$ cat config.mk
export PLATFORM = sky130hd
export DESIGN_NAME = subchannel_bit_processor
export DESIGN_NICKNAME = d
export VERILOG_FILES = /design/src/logic/subch_pkg.sv /design/src/logic/subchannel_bit_processor.sv /design/src/logic/subchannel_part_a.sv
export SDC_FILE = /design/constraint.sdc
export NUM_CORES = 1
export LEC_CHECK = 0
export ABC_AREA = 1
export BUFFER_PORTS_ARGS = -buffer_cell sky130_fd_sc_hd__buf_4
export CORE_MARGIN = 3
export CORE_UTILIZATION = 50
export CTS_CLUSTER_DIAMETER = 200
export DETAILED_ROUTE_END_ITERATION = 12
export GPL_TIMING_DRIVEN = 0
export PLACE_DENSITY = 0.82
export SETUP_SLACK_MARGIN = 0.4
export SYNTH_ARGS = -nofsm -noshare
export SYNTH_HDL_FRONTEND = slang
export SYNTH_HIERARCHICAL = 1
export SYNTH_SLANG_ARGS = --single-unit
$ cat constraint.sdc
create_clock -name clk -period 3.1 [get_ports clk]
set_input_delay 0.62 -clock clk [delete_from_list [all_inputs] [get_ports clk]]
set_output_delay 0.62 -clock clk [all_outputs]
set_load 0.005 [all_outputs]
$ cat src/logic/subch_pkg.sv
package subch_pkg;
   localparam int N_FIFO = 4;
   localparam int IDX_W = 2;
   localparam int ADDR_W = 5;
   // register byte addresses
   localparam logic [4:0] OFF_INDEX = 5'h00;
   localparam logic [4:0] OFF_CONFIG = 5'h04;
   localparam logic [4:0] OFF_MASK = 5'h08;
   localparam logic [4:0] OFF_MODE = 5'h0c;
   localparam logic [4:0] OFF_STATUS = 5'h10;
   // fifo_index_select fields
   localparam int IDX_NUM_LSB = 0;
   localparam int IDX_DIR_BIT = 4;
   // subchannel_config fields
   localparam int CFG_W = 10;
   localparam int CFG_CNT_LSB = 0;
   localparam int CFG_START_LSB = 3;
   localparam int CFG_BYPASS_BIT = 6;
   localparam int CFG_CONNECT_BIT = 7;
   localparam int CFG_SLOT_LSB = 8;
   localparam logic [9:0] CFG_RESET = 10'h040;
   localparam logic [7:0] MASK_RESET = 8'hff;
   localparam logic [7:0] FULL_BYTE = 8'hff;
   localparam logic [3:0] BYTE_BITS = 4'h8;
   typedef enum logic [1:0] {
      single_map_mode,
      channel_select_mapping,
      fifo_sequence_mapping
   } map_mode_t;
endpackage

$ cat src/logic/subchannel_bit_processor.sv
// Chosen here: the register addresses and strobed register access.
module subchannel_bit_processor
   import subch_pkg::*;
(
   input wire logic clk,
   input wire logic arst_n,
   input wire logic frame_tick,
   input wire logic [ADDR_W-1:0] reg_addr,
   input wire logic [31:0] reg_wdata,
   input wire logic reg_wr,
   input wire logic reg_rd,
   output logic [31:0] reg_rdata,
   input wire logic [N_FIFO*8-1:0] tx_fifo_data,
   output logic [N_FIFO-1:0] tx_fifo_take,
   output logic [N_FIFO*8-1:0] tx_slot_byte,
   output logic tx_slot_valid,
   input wire logic [N_FIFO*8-1:0] rx_slot_byte,
   output logic [N_FIFO*8-1:0] rx_fifo_data,
   output logic [N_FIFO*4-1:0] rx_fifo_bits,
   output logic [N_FIFO-1:0] rx_fifo_valid
);
   // ************************************
   // register file
   // ************************************
   logic [CFG_W-1:0] tx_cfg [N_FIFO];
   logic [CFG_W-1:0] rx_cfg [N_FIFO];
   logic [7:0] fill_mask [N_FIFO];
   logic [CFG_W-1:0] next_tx_cfg [N_FIFO];
   logic [CFG_W-1:0] next_rx_cfg [N_FIFO];
   logic [7:0] next_fill_mask [N_FIFO];
   logic [IDX_W-1:0] sel_num, next_sel_num;
   logic sel_rx, next_sel_rx;
   map_mode_t map_mode, next_map_mode;
   logic [7:0] frame_count, next_frame_count;
   logic [31:0] next_reg_rdata;
   logic single;

   assign single = (map_mode == single_map_mode);

   // ************************************
   // part A per fifo
   // ************************************
   logic [7:0] rx_in [N_FIFO];
   logic [N_FIFO-1:0] rx_active, tx_active;
   logic [7:0] tx_field [N_FIFO];
   logic [7:0] tx_sel [N_FIFO];

   always_comb
   begin
      for (int f = 0; f < N_FIFO; f++)
      begin
         if (single)
         begin
            rx_in[f] = rx_slot_byte[f*8 +: 8];
            rx_active[f] = 1'b1;
            tx_active[f] = 1'b1;
         end
         else
         begin
            // same unmodified byte to all assigners on the slot
            rx_in[f] = rx_slot_byte[32'(rx_cfg[f][CFG_SLOT_LSB +: IDX_W])*8 +: 8];
            rx_active[f] = rx_cfg[f][CFG_CONNECT_BIT];
            tx_active[f] = tx_cfg[f][CFG_CONNECT_BIT];
         end
      end
   end

   genvar g;
   generate
      for (g = 0; g < N_FIFO; g++)
      begin : g_part_a
         subchannel_part_a u_part_a (
            .clk(clk),
            .arst_n(arst_n),
            .frame_tick(frame_tick),
            .active(rx_active[g]),
            .rx_cfg(rx_cfg[g]),
            .tx_cfg(tx_cfg[g]),
            .rx_byte(rx_in[g]),
            .tx_fifo_byte(tx_fifo_data[g*8 +: 8]),
            .rx_data(rx_fifo_data[g*8 +: 8]),
            .rx_bits(rx_fifo_bits[g*4 +: 4]),
            .rx_valid(rx_fifo_valid[g]),
            .tx_field(tx_field[g]),
            .tx_sel(tx_sel[g])
         );
      end
   endgenerate

   // ************************************
   // part B transmit merge
   // ************************************
   logic [7:0] merged [N_FIFO];
   logic [N_FIFO*8-1:0] next_tx_slot_byte;
   logic next_tx_slot_valid;
   logic [N_FIFO-1:0] next_tx_fifo_take;

   always_comb
   begin
      for (int s = 0; s < N_FIFO; s++)
      begin
         merged[s] = fill_mask[s];
         for (int f = 0; f < N_FIFO; f++)
         begin
            // later fifos win where fields overlap
            if ((single && f == s) || (!single && tx_active[f]
                && 32'(tx_cfg[f][CFG_SLOT_LSB +: IDX_W]) == s))
            begin
               merged[s] = (merged[s] & ~tx_sel[f]) | tx_field[f];
            end
         end
      end
   end

   always_comb
   begin
      next_tx_slot_valid = frame_tick;
      next_tx_fifo_take = frame_tick ? tx_active : '0;
      next_tx_slot_byte = tx_slot_byte;
      if (frame_tick)
      begin
         for (int s = 0; s < N_FIFO; s++)
         begin
            next_tx_slot_byte[s*8 +: 8] = merged[s];
         end
      end
   end

   always_ff @(posedge clk or negedge arst_n)
   begin
      if (!arst_n)
      begin
         tx_slot_byte <= '0;
         tx_slot_valid <= 1'b0;
         tx_fifo_take <= '0;
      end
      else
      begin
         tx_slot_byte <= next_tx_slot_byte;
         tx_slot_valid <= next_tx_slot_valid;
         tx_fifo_take <= next_tx_fifo_take;
      end
   end

   // ************************************
   // register access
   // ************************************
   always_comb
   begin
      next_tx_cfg = tx_cfg;
      next_rx_cfg = rx_cfg;
      next_fill_mask = fill_mask;
      next_sel_num = sel_num;
      next_sel_rx = sel_rx;
      next_map_mode = map_mode;
      next_frame_count = frame_tick ? frame_count + 8'h01 : frame_count;
      next_reg_rdata = 32'h0000_0000;
      if (frame_tick)
      begin
         for (int s = 0; s < N_FIFO; s++)
         begin
            next_fill_mask[s] = merged[s];
         end
      end
      if (reg_wr)
      begin
         case (reg_addr)
            OFF_INDEX:
            begin
               next_sel_num = reg_wdata[IDX_NUM_LSB +: IDX_W];
               next_sel_rx = reg_wdata[IDX_DIR_BIT];
            end
            OFF_CONFIG:
            begin
               if (sel_rx)
               begin
                  next_rx_cfg[sel_num] = reg_wdata[CFG_W-1:0];
               end
               else
               begin
                  next_tx_cfg[sel_num] = reg_wdata[CFG_W-1:0];
               end
            end
            OFF_MASK:
            begin
               // mask exists for transmit slots only
               if (!sel_rx)
               begin
                  next_fill_mask[sel_num] = reg_wdata[7:0];
               end
            end
            OFF_MODE:
            begin
               if (reg_wdata[1:0] == 2'(channel_select_mapping))
               begin
                  next_map_mode = channel_select_mapping;
               end
               else if (reg_wdata[1:0] == 2'(fifo_sequence_mapping))
               begin
                  next_map_mode = fifo_sequence_mapping;
               end
               else
               begin
                  next_map_mode = single_map_mode;
               end
            end
            default:
            begin
               next_map_mode = map_mode;
            end
         endcase
      end
      if (reg_rd)
      begin
         case (reg_addr)
            OFF_INDEX:
            begin
               next_reg_rdata[IDX_NUM_LSB +: IDX_W] = sel_num;
               next_reg_rdata[IDX_DIR_BIT] = sel_rx;
            end
            OFF_CONFIG:
            begin
               next_reg_rdata[CFG_W-1:0] = sel_rx ? rx_cfg[sel_num] : tx_cfg[sel_num];
            end
            OFF_MASK:
            begin
               next_reg_rdata[7:0] = sel_rx ? 8'h00 : fill_mask[sel_num];
            end
            OFF_MODE:
            begin
               next_reg_rdata[1:0] = map_mode;
            end
            OFF_STATUS:
            begin
               next_reg_rdata[7:0] = frame_count;
            end
            default:
            begin
               next_reg_rdata = 32'h0000_0000;
            end
         endcase
      end
   end

   always_ff @(posedge clk or negedge arst_n)
   begin
      if (!arst_n)
      begin
         for (int f = 0; f < N_FIFO; f++)
         begin
            tx_cfg[f] <= CFG_RESET;
            rx_cfg[f] <= CFG_RESET;
            fill_mask[f] <= MASK_RESET;
         end
         sel_num <= '0;
         sel_rx <= 1'b0;
         map_mode <= single_map_mode;
         frame_count <= 8'h00;
         reg_rdata <= 32'h0000_0000;
      end
      else
      begin
         tx_cfg <= next_tx_cfg;
         rx_cfg <= next_rx_cfg;
         fill_mask <= next_fill_mask;
         sel_num <= next_sel_num;
         sel_rx <= next_sel_rx;
         map_mode <= next_map_mode;
         frame_count <= next_frame_count;
         reg_rdata <= next_reg_rdata;
      end
   end
endmodule // subchannel_bit_processor

$ cat src/logic/subchannel_part_a.sv
module subchannel_part_a
   import subch_pkg::*;
(
   input wire logic clk,
   input wire logic arst_n,
   input wire logic frame_tick,
   input wire logic active,
   input wire logic [CFG_W-1:0] rx_cfg,
   input wire logic [CFG_W-1:0] tx_cfg,
   input wire logic [7:0] rx_byte,
   input wire logic [7:0] tx_fifo_byte,
   output logic [7:0] rx_data,
   output logic [3:0] rx_bits,
   output logic rx_valid,
   output logic [7:0] tx_field,
   output logic [7:0] tx_sel
);
   logic [2:0] rx_cnt, rx_start, tx_cnt, tx_start;
   logic [7:0] rx_low, tx_low;
   logic [7:0] next_rx_data;
   logic [3:0] next_rx_bits;
   logic next_rx_valid;

   assign rx_cnt = rx_cfg[CFG_CNT_LSB +: 3];
   assign rx_start = rx_cfg[CFG_START_LSB +: 3];
   assign tx_cnt = tx_cfg[CFG_CNT_LSB +: 3];
   assign tx_start = tx_cfg[CFG_START_LSB +: 3];
   // count zero means a whole byte
   assign rx_low = FULL_BYTE >> (3'd0 - rx_cnt);
   assign tx_low = FULL_BYTE >> (3'd0 - tx_cnt);

   // transmit: field at bit 0 moved up, overflow past bit 7 lost
   assign tx_sel = tx_low << tx_start;
   assign tx_field = (tx_fifo_byte & tx_low) << tx_start;

   always_comb
   begin
      next_rx_valid = frame_tick & active;
      next_rx_data = rx_data;
      next_rx_bits = rx_bits;
      if (frame_tick && active)
      begin
         if (rx_cfg[CFG_BYPASS_BIT])
         begin
            next_rx_data = rx_byte >> rx_start;
            next_rx_bits = BYTE_BITS;
         end
         else
         begin
            next_rx_data = (rx_byte >> rx_start) & rx_low;
            next_rx_bits = (rx_cnt == 3'd0) ? BYTE_BITS : {1'b0, rx_cnt};
         end
      end
   end

   always_ff @(posedge clk or negedge arst_n)
   begin
      if (!arst_n)
      begin
         rx_data <= 8'h00;
         rx_bits <= 4'h0;
         rx_valid <= 1'b0;
      end
      else
      begin
         rx_data <= next_rx_data;
         rx_bits <= next_rx_bits;
         rx_valid <= next_rx_valid;
      end
   end
endmodule // subchannel_part_a

==> results.md <==
* Status: finished, final reports clean
* Combinational power share at between 40% and 50%
* CP max-delay cell: dfrtp_1
* Internal power at approximately 8 mW
* CP Capture Type: register
* Share of layout cells above drive strength 1 at a little over a fifth
* Synth Cell Area at about 17,000 µm²
* Final Instance Count excl. Fillers at between 3,000 and 4,000
* DP HPWL at 55,400 µm
* Pre-CTS setup slack at 0.0831 ns
* # IOs at 227
* Core ar. at 33,000 µm²
* Async SR Flop Fraction at 100%
* Reg2Reg Depth at 21
* Starting Density at between 50% and 60%
* Maximum VDD drop at 0.000337 V
* Cts bufs inserted at 24
* Setup CP Type: reg2reg
* Library cells used by synthesis at 52
* Synthesis Warnings at 6
* Inserted Diodes at 0
* Seq pwr share at about a third
* Hold Path Class: in2reg
* Sequential element share of the synthesized area at between 30 and 40%
* Clock skew at between 0.03 and 0.04 ns
* Largest net degree at the start of global routing at approximately 120
* Mux share of post-synthesis cell area at 0%
* Synth cell count leaders: nand2_1 (976), nand3_1 (266), inv_1 (237), o21ai_0 (228), dfrtp_1 (184)
* Min Tclk post-route at approximately 2.7 ns
* Largest family of logic cells by synthesized area: simple AND/OR/NAND/NOR gates
* Switch Pwr at 5.89 mW
* Cells after Synth at approximately 2,600
* Worst path most repeated cell: nand2_1
* R2r endpoint: tx_slot_byte[28]$_DFFE_PN0P_
* Final worst slack at 0.439 ns
* Top FF cell, synth: dfrtp_1
* Gr ovfl total at 0
* Synth Area in Adders at 2.43%
* DRC Markers at 0
* Switching share of power at a little over two fifths
* Crit path capture: tx_slot_byte[28]$_DFFE_PN0P_
* Count of state elements after synthesis at roughly 220
* Setup TNS at 0 ns
* Pwr per Cell Area at 662 nW/µm²
* Worst EP required at approximately 3.5 ns
* Max-cap violations at 0
* Final core utilization at 62.6%
* Clk sink count at ~220
* Clk buf depth at 3
* Compound-cell area share of the yosys netlist at between 15 and 20%
* Layout Nets at ~3,000
* Row Count at 66
* Initial DRC Count at slightly below 2,000
* Die ar. at around 36,000 µm²
* Initial antenna violation count at 0
* CP Data Arrival Time at 3.09 ns
* Vias at approximately 20,000
* Pre-antenna DRT Iters at 6
* XOR/XNOR Fraction of Synth Area at less than 1%
* Area contributors post-synth: dfrtp_1 (27%), nand2_1 (22%), nand3_1 (7.8%)
* Yosys top cell area share at between 20% and 30%
* GP Congestion at a little over 1
* Clk slew on worst S/H paths at 0.06 ns
* Least-Margin Pin Slew at 0.792 ns
* GRT Total Usage at 38.0%
* Mean post-synth cell area at approximately 6.5 µm²
* IO buf count at between 150 and 200
* Final hold vios at 0
* Setup violators final at 0
* CP cell instances: inv_2 > ha_4 > inv_2 > ha_4 > buf_6 > inv_6 > nand2_4 > nand3_1 > nand2_2 > nor2_1 > o21ai_4 > a21oi_1 > nand3_1 > nand3_2 > nand2_1 > nand2_1 > nand2_1 > nand2_1 > nand2_2 > nand2_4 > nand2_1
* Most numerous cell in the Yosys netlist: nand2_1
* Vias in the first global route at approximately 19,000
* Die X at between 150 and 200 µm
* Height of the chip at around 190 µm
* Clk pwr share at 22.3%
* Hold depth at 1
* Critical Path Source Type: register
* WL/cell at ~21 µm
* Wire length of the first global-routing pass at between 100,000 and 150,000 µm
* DRT antenna net count at 0
* CTS tree: yes
* First element of the critical path: tx_cfg[31]$_DFFE_PN0P_
* Post-Synth Simple-Gate Area at a little over a third
* CTS HTree Levels at 1
* R2R Setup Slk at between 0.4 and 0.5 ns
* Relative slew slack at a little under half
* Area Growth Syn to Fin at 21.6%
* Fmax at between 300 and 400 MHz
* Max-slew violation count at 0
* Worst path max stage delay at 0.39 ns
* EDFF count, synth at 0
* Final wirelength at between 70,000 and 80,000 µm
* Leak at roughly 10 nW
* RSZ-0062 raised after global routing: yes
* RR Startpoint: tx_cfg[31]$_DFFE_PN0P_
* Most area-hungry cell type in the Yosys netlist: dfrtp_1
* Avg Vias per Cell at around 5.9
* Worst skew pair latency at ~0.55 ns
* Clock root buffer: clkbuf_16
* Final period utilization at between 80 and 90%
* CP Max Fanout at 5
* Placed insts at roughly 3,300
metal layers:
metal	track usage (%)	share of wire, %	vias up
met1	44.7	36	9142
met3	4.32	7.8	282
li1	-	-	8964
met4	26.8	8.3	0
met2	64.6	47	1132
met5	0	0	-
what timing repair did:
action / in CTS / in global routing
gates cloned: 0 / 0
gates resized for setup: 40 / 161
setup buffers: 6 / 5
pin swaps: 6 / 58
hold buffers: 1 / 0
setup endpoints to repair: 46 / 68
endpoints found under the hold margin: 28 / 0
critical path: cells and delay by family (launching register included):
kind,cells,cell delay [ns]
AND/OR/NAND/NOR,13,1.25
flip-flops,1,0.39
buffers and inverters,4,0.35
adder cells (fa/ha/maj),2,0.34
AO/OA/AOI/OAI,2,0.24
flip-flops by register name (all words and copies together), names as in the netlist, 8 cells and up:
name	flops
rx_cfg	40
tx_cfg	40
frame_count	8
fill_mask	32
g_part_a.u_part_a/rx_data	32
g_part_a.u_part_a/rx_bits	16
reg_rdata	10
tx_slot_byte	32
how the worst min path moves through the flow:
stage | startpoint | to | slack [ns]
2_1_floorplan | arst_n | frame_count[0]$_DFFE_PN0P_ | 0.32
4_1_cts | frame_tick | tx_slot_valid$_DFF_PN0_ | 0.31
3_3_place_gp | g_part_a[3].u_part_a/rx_data[2]$_DFFE_PN0P_ | g_part_a[3].u_part_a/rx_data[2]$_DFFE_PN0P_ | 0.47
6_report | frame_tick | tx_slot_valid$_DFF_PN0_ | 0.32
5_1_grt | frame_tick | tx_slot_valid$_DFF_PN0_ | 0.31
3_5_place_dp | frame_count[7]$_DFFE_PN0P_ | frame_count[7]$_DFFE_PN0P_ | 0.46
logic make-up after synthesis:
| kind of cell | after synthesis |
|---|---|
| simple gates | 1462 |
| compound gates | 485 |
| buf+inv | 408 |
| flops | 224 |
| fa+ha+maj | 33 |
| xor+xnor | 7 |
| other cells | 1 |
metrics by stage:
stage / hold slack, ns / power [mW] / cell area (µm²)
global placement: 0.466 / 9.85 / 19000
detailed placement: 0.463 / 9.95 / 19100
finish: 0.322 / 13.7 / 20700
global route: 0.310 / 14.4 / 20700
CTS: 0.311 / 13.1 / 20100
floorplan: 0.324 / 7.37 / 17100
power by group through the flow:
| stage | registers, mW | clock network, mW | logic, mW |
|---|---|---|---|
| final | 4.43 | 3.05 | 6.21 |
| after global routing | 4.47 | 3.16 | 6.72 |
| after CTS | 4.39 | 3.04 | 5.66 |
| after detailed placement | 4.43 | 0 | 5.51 |
| after global placement | 4.42 | 0 | 5.44 |
| after floorplan | 4.19 | 0 | 3.17 |
cells in the final DEF, fill, tap and decap left out, types with 23 or more instances in the layout:
master     count
a21oi_1       86
a21oi_2       39
a22oi_1       23
buf_2         38
buf_4        221
clkbuf_1      54
clkbuf_16     24
dfrtp_1      183
dfstp_2       40
ha_1          29
inv_1        225
inv_2         26
nand2_1      914
nand2_2       58
nand3_1      238
nand3_2       35
nor2_1       126
nor2_2        23
o21ai_0      220
cell type report:
cell class,count,area (µm²)
Clock inverter,6,124
Tap cell,442,553
Multi-Input combinational cell,2009,10200
Clock buffer,38,703
Buffer,140,862
Inverter,268,1050
Timing Repair Buffer,196,1520
Fill cell,3067,12400
Sequential cell,224,5660
No activity file was read; power rests on OpenSTA's default activity.
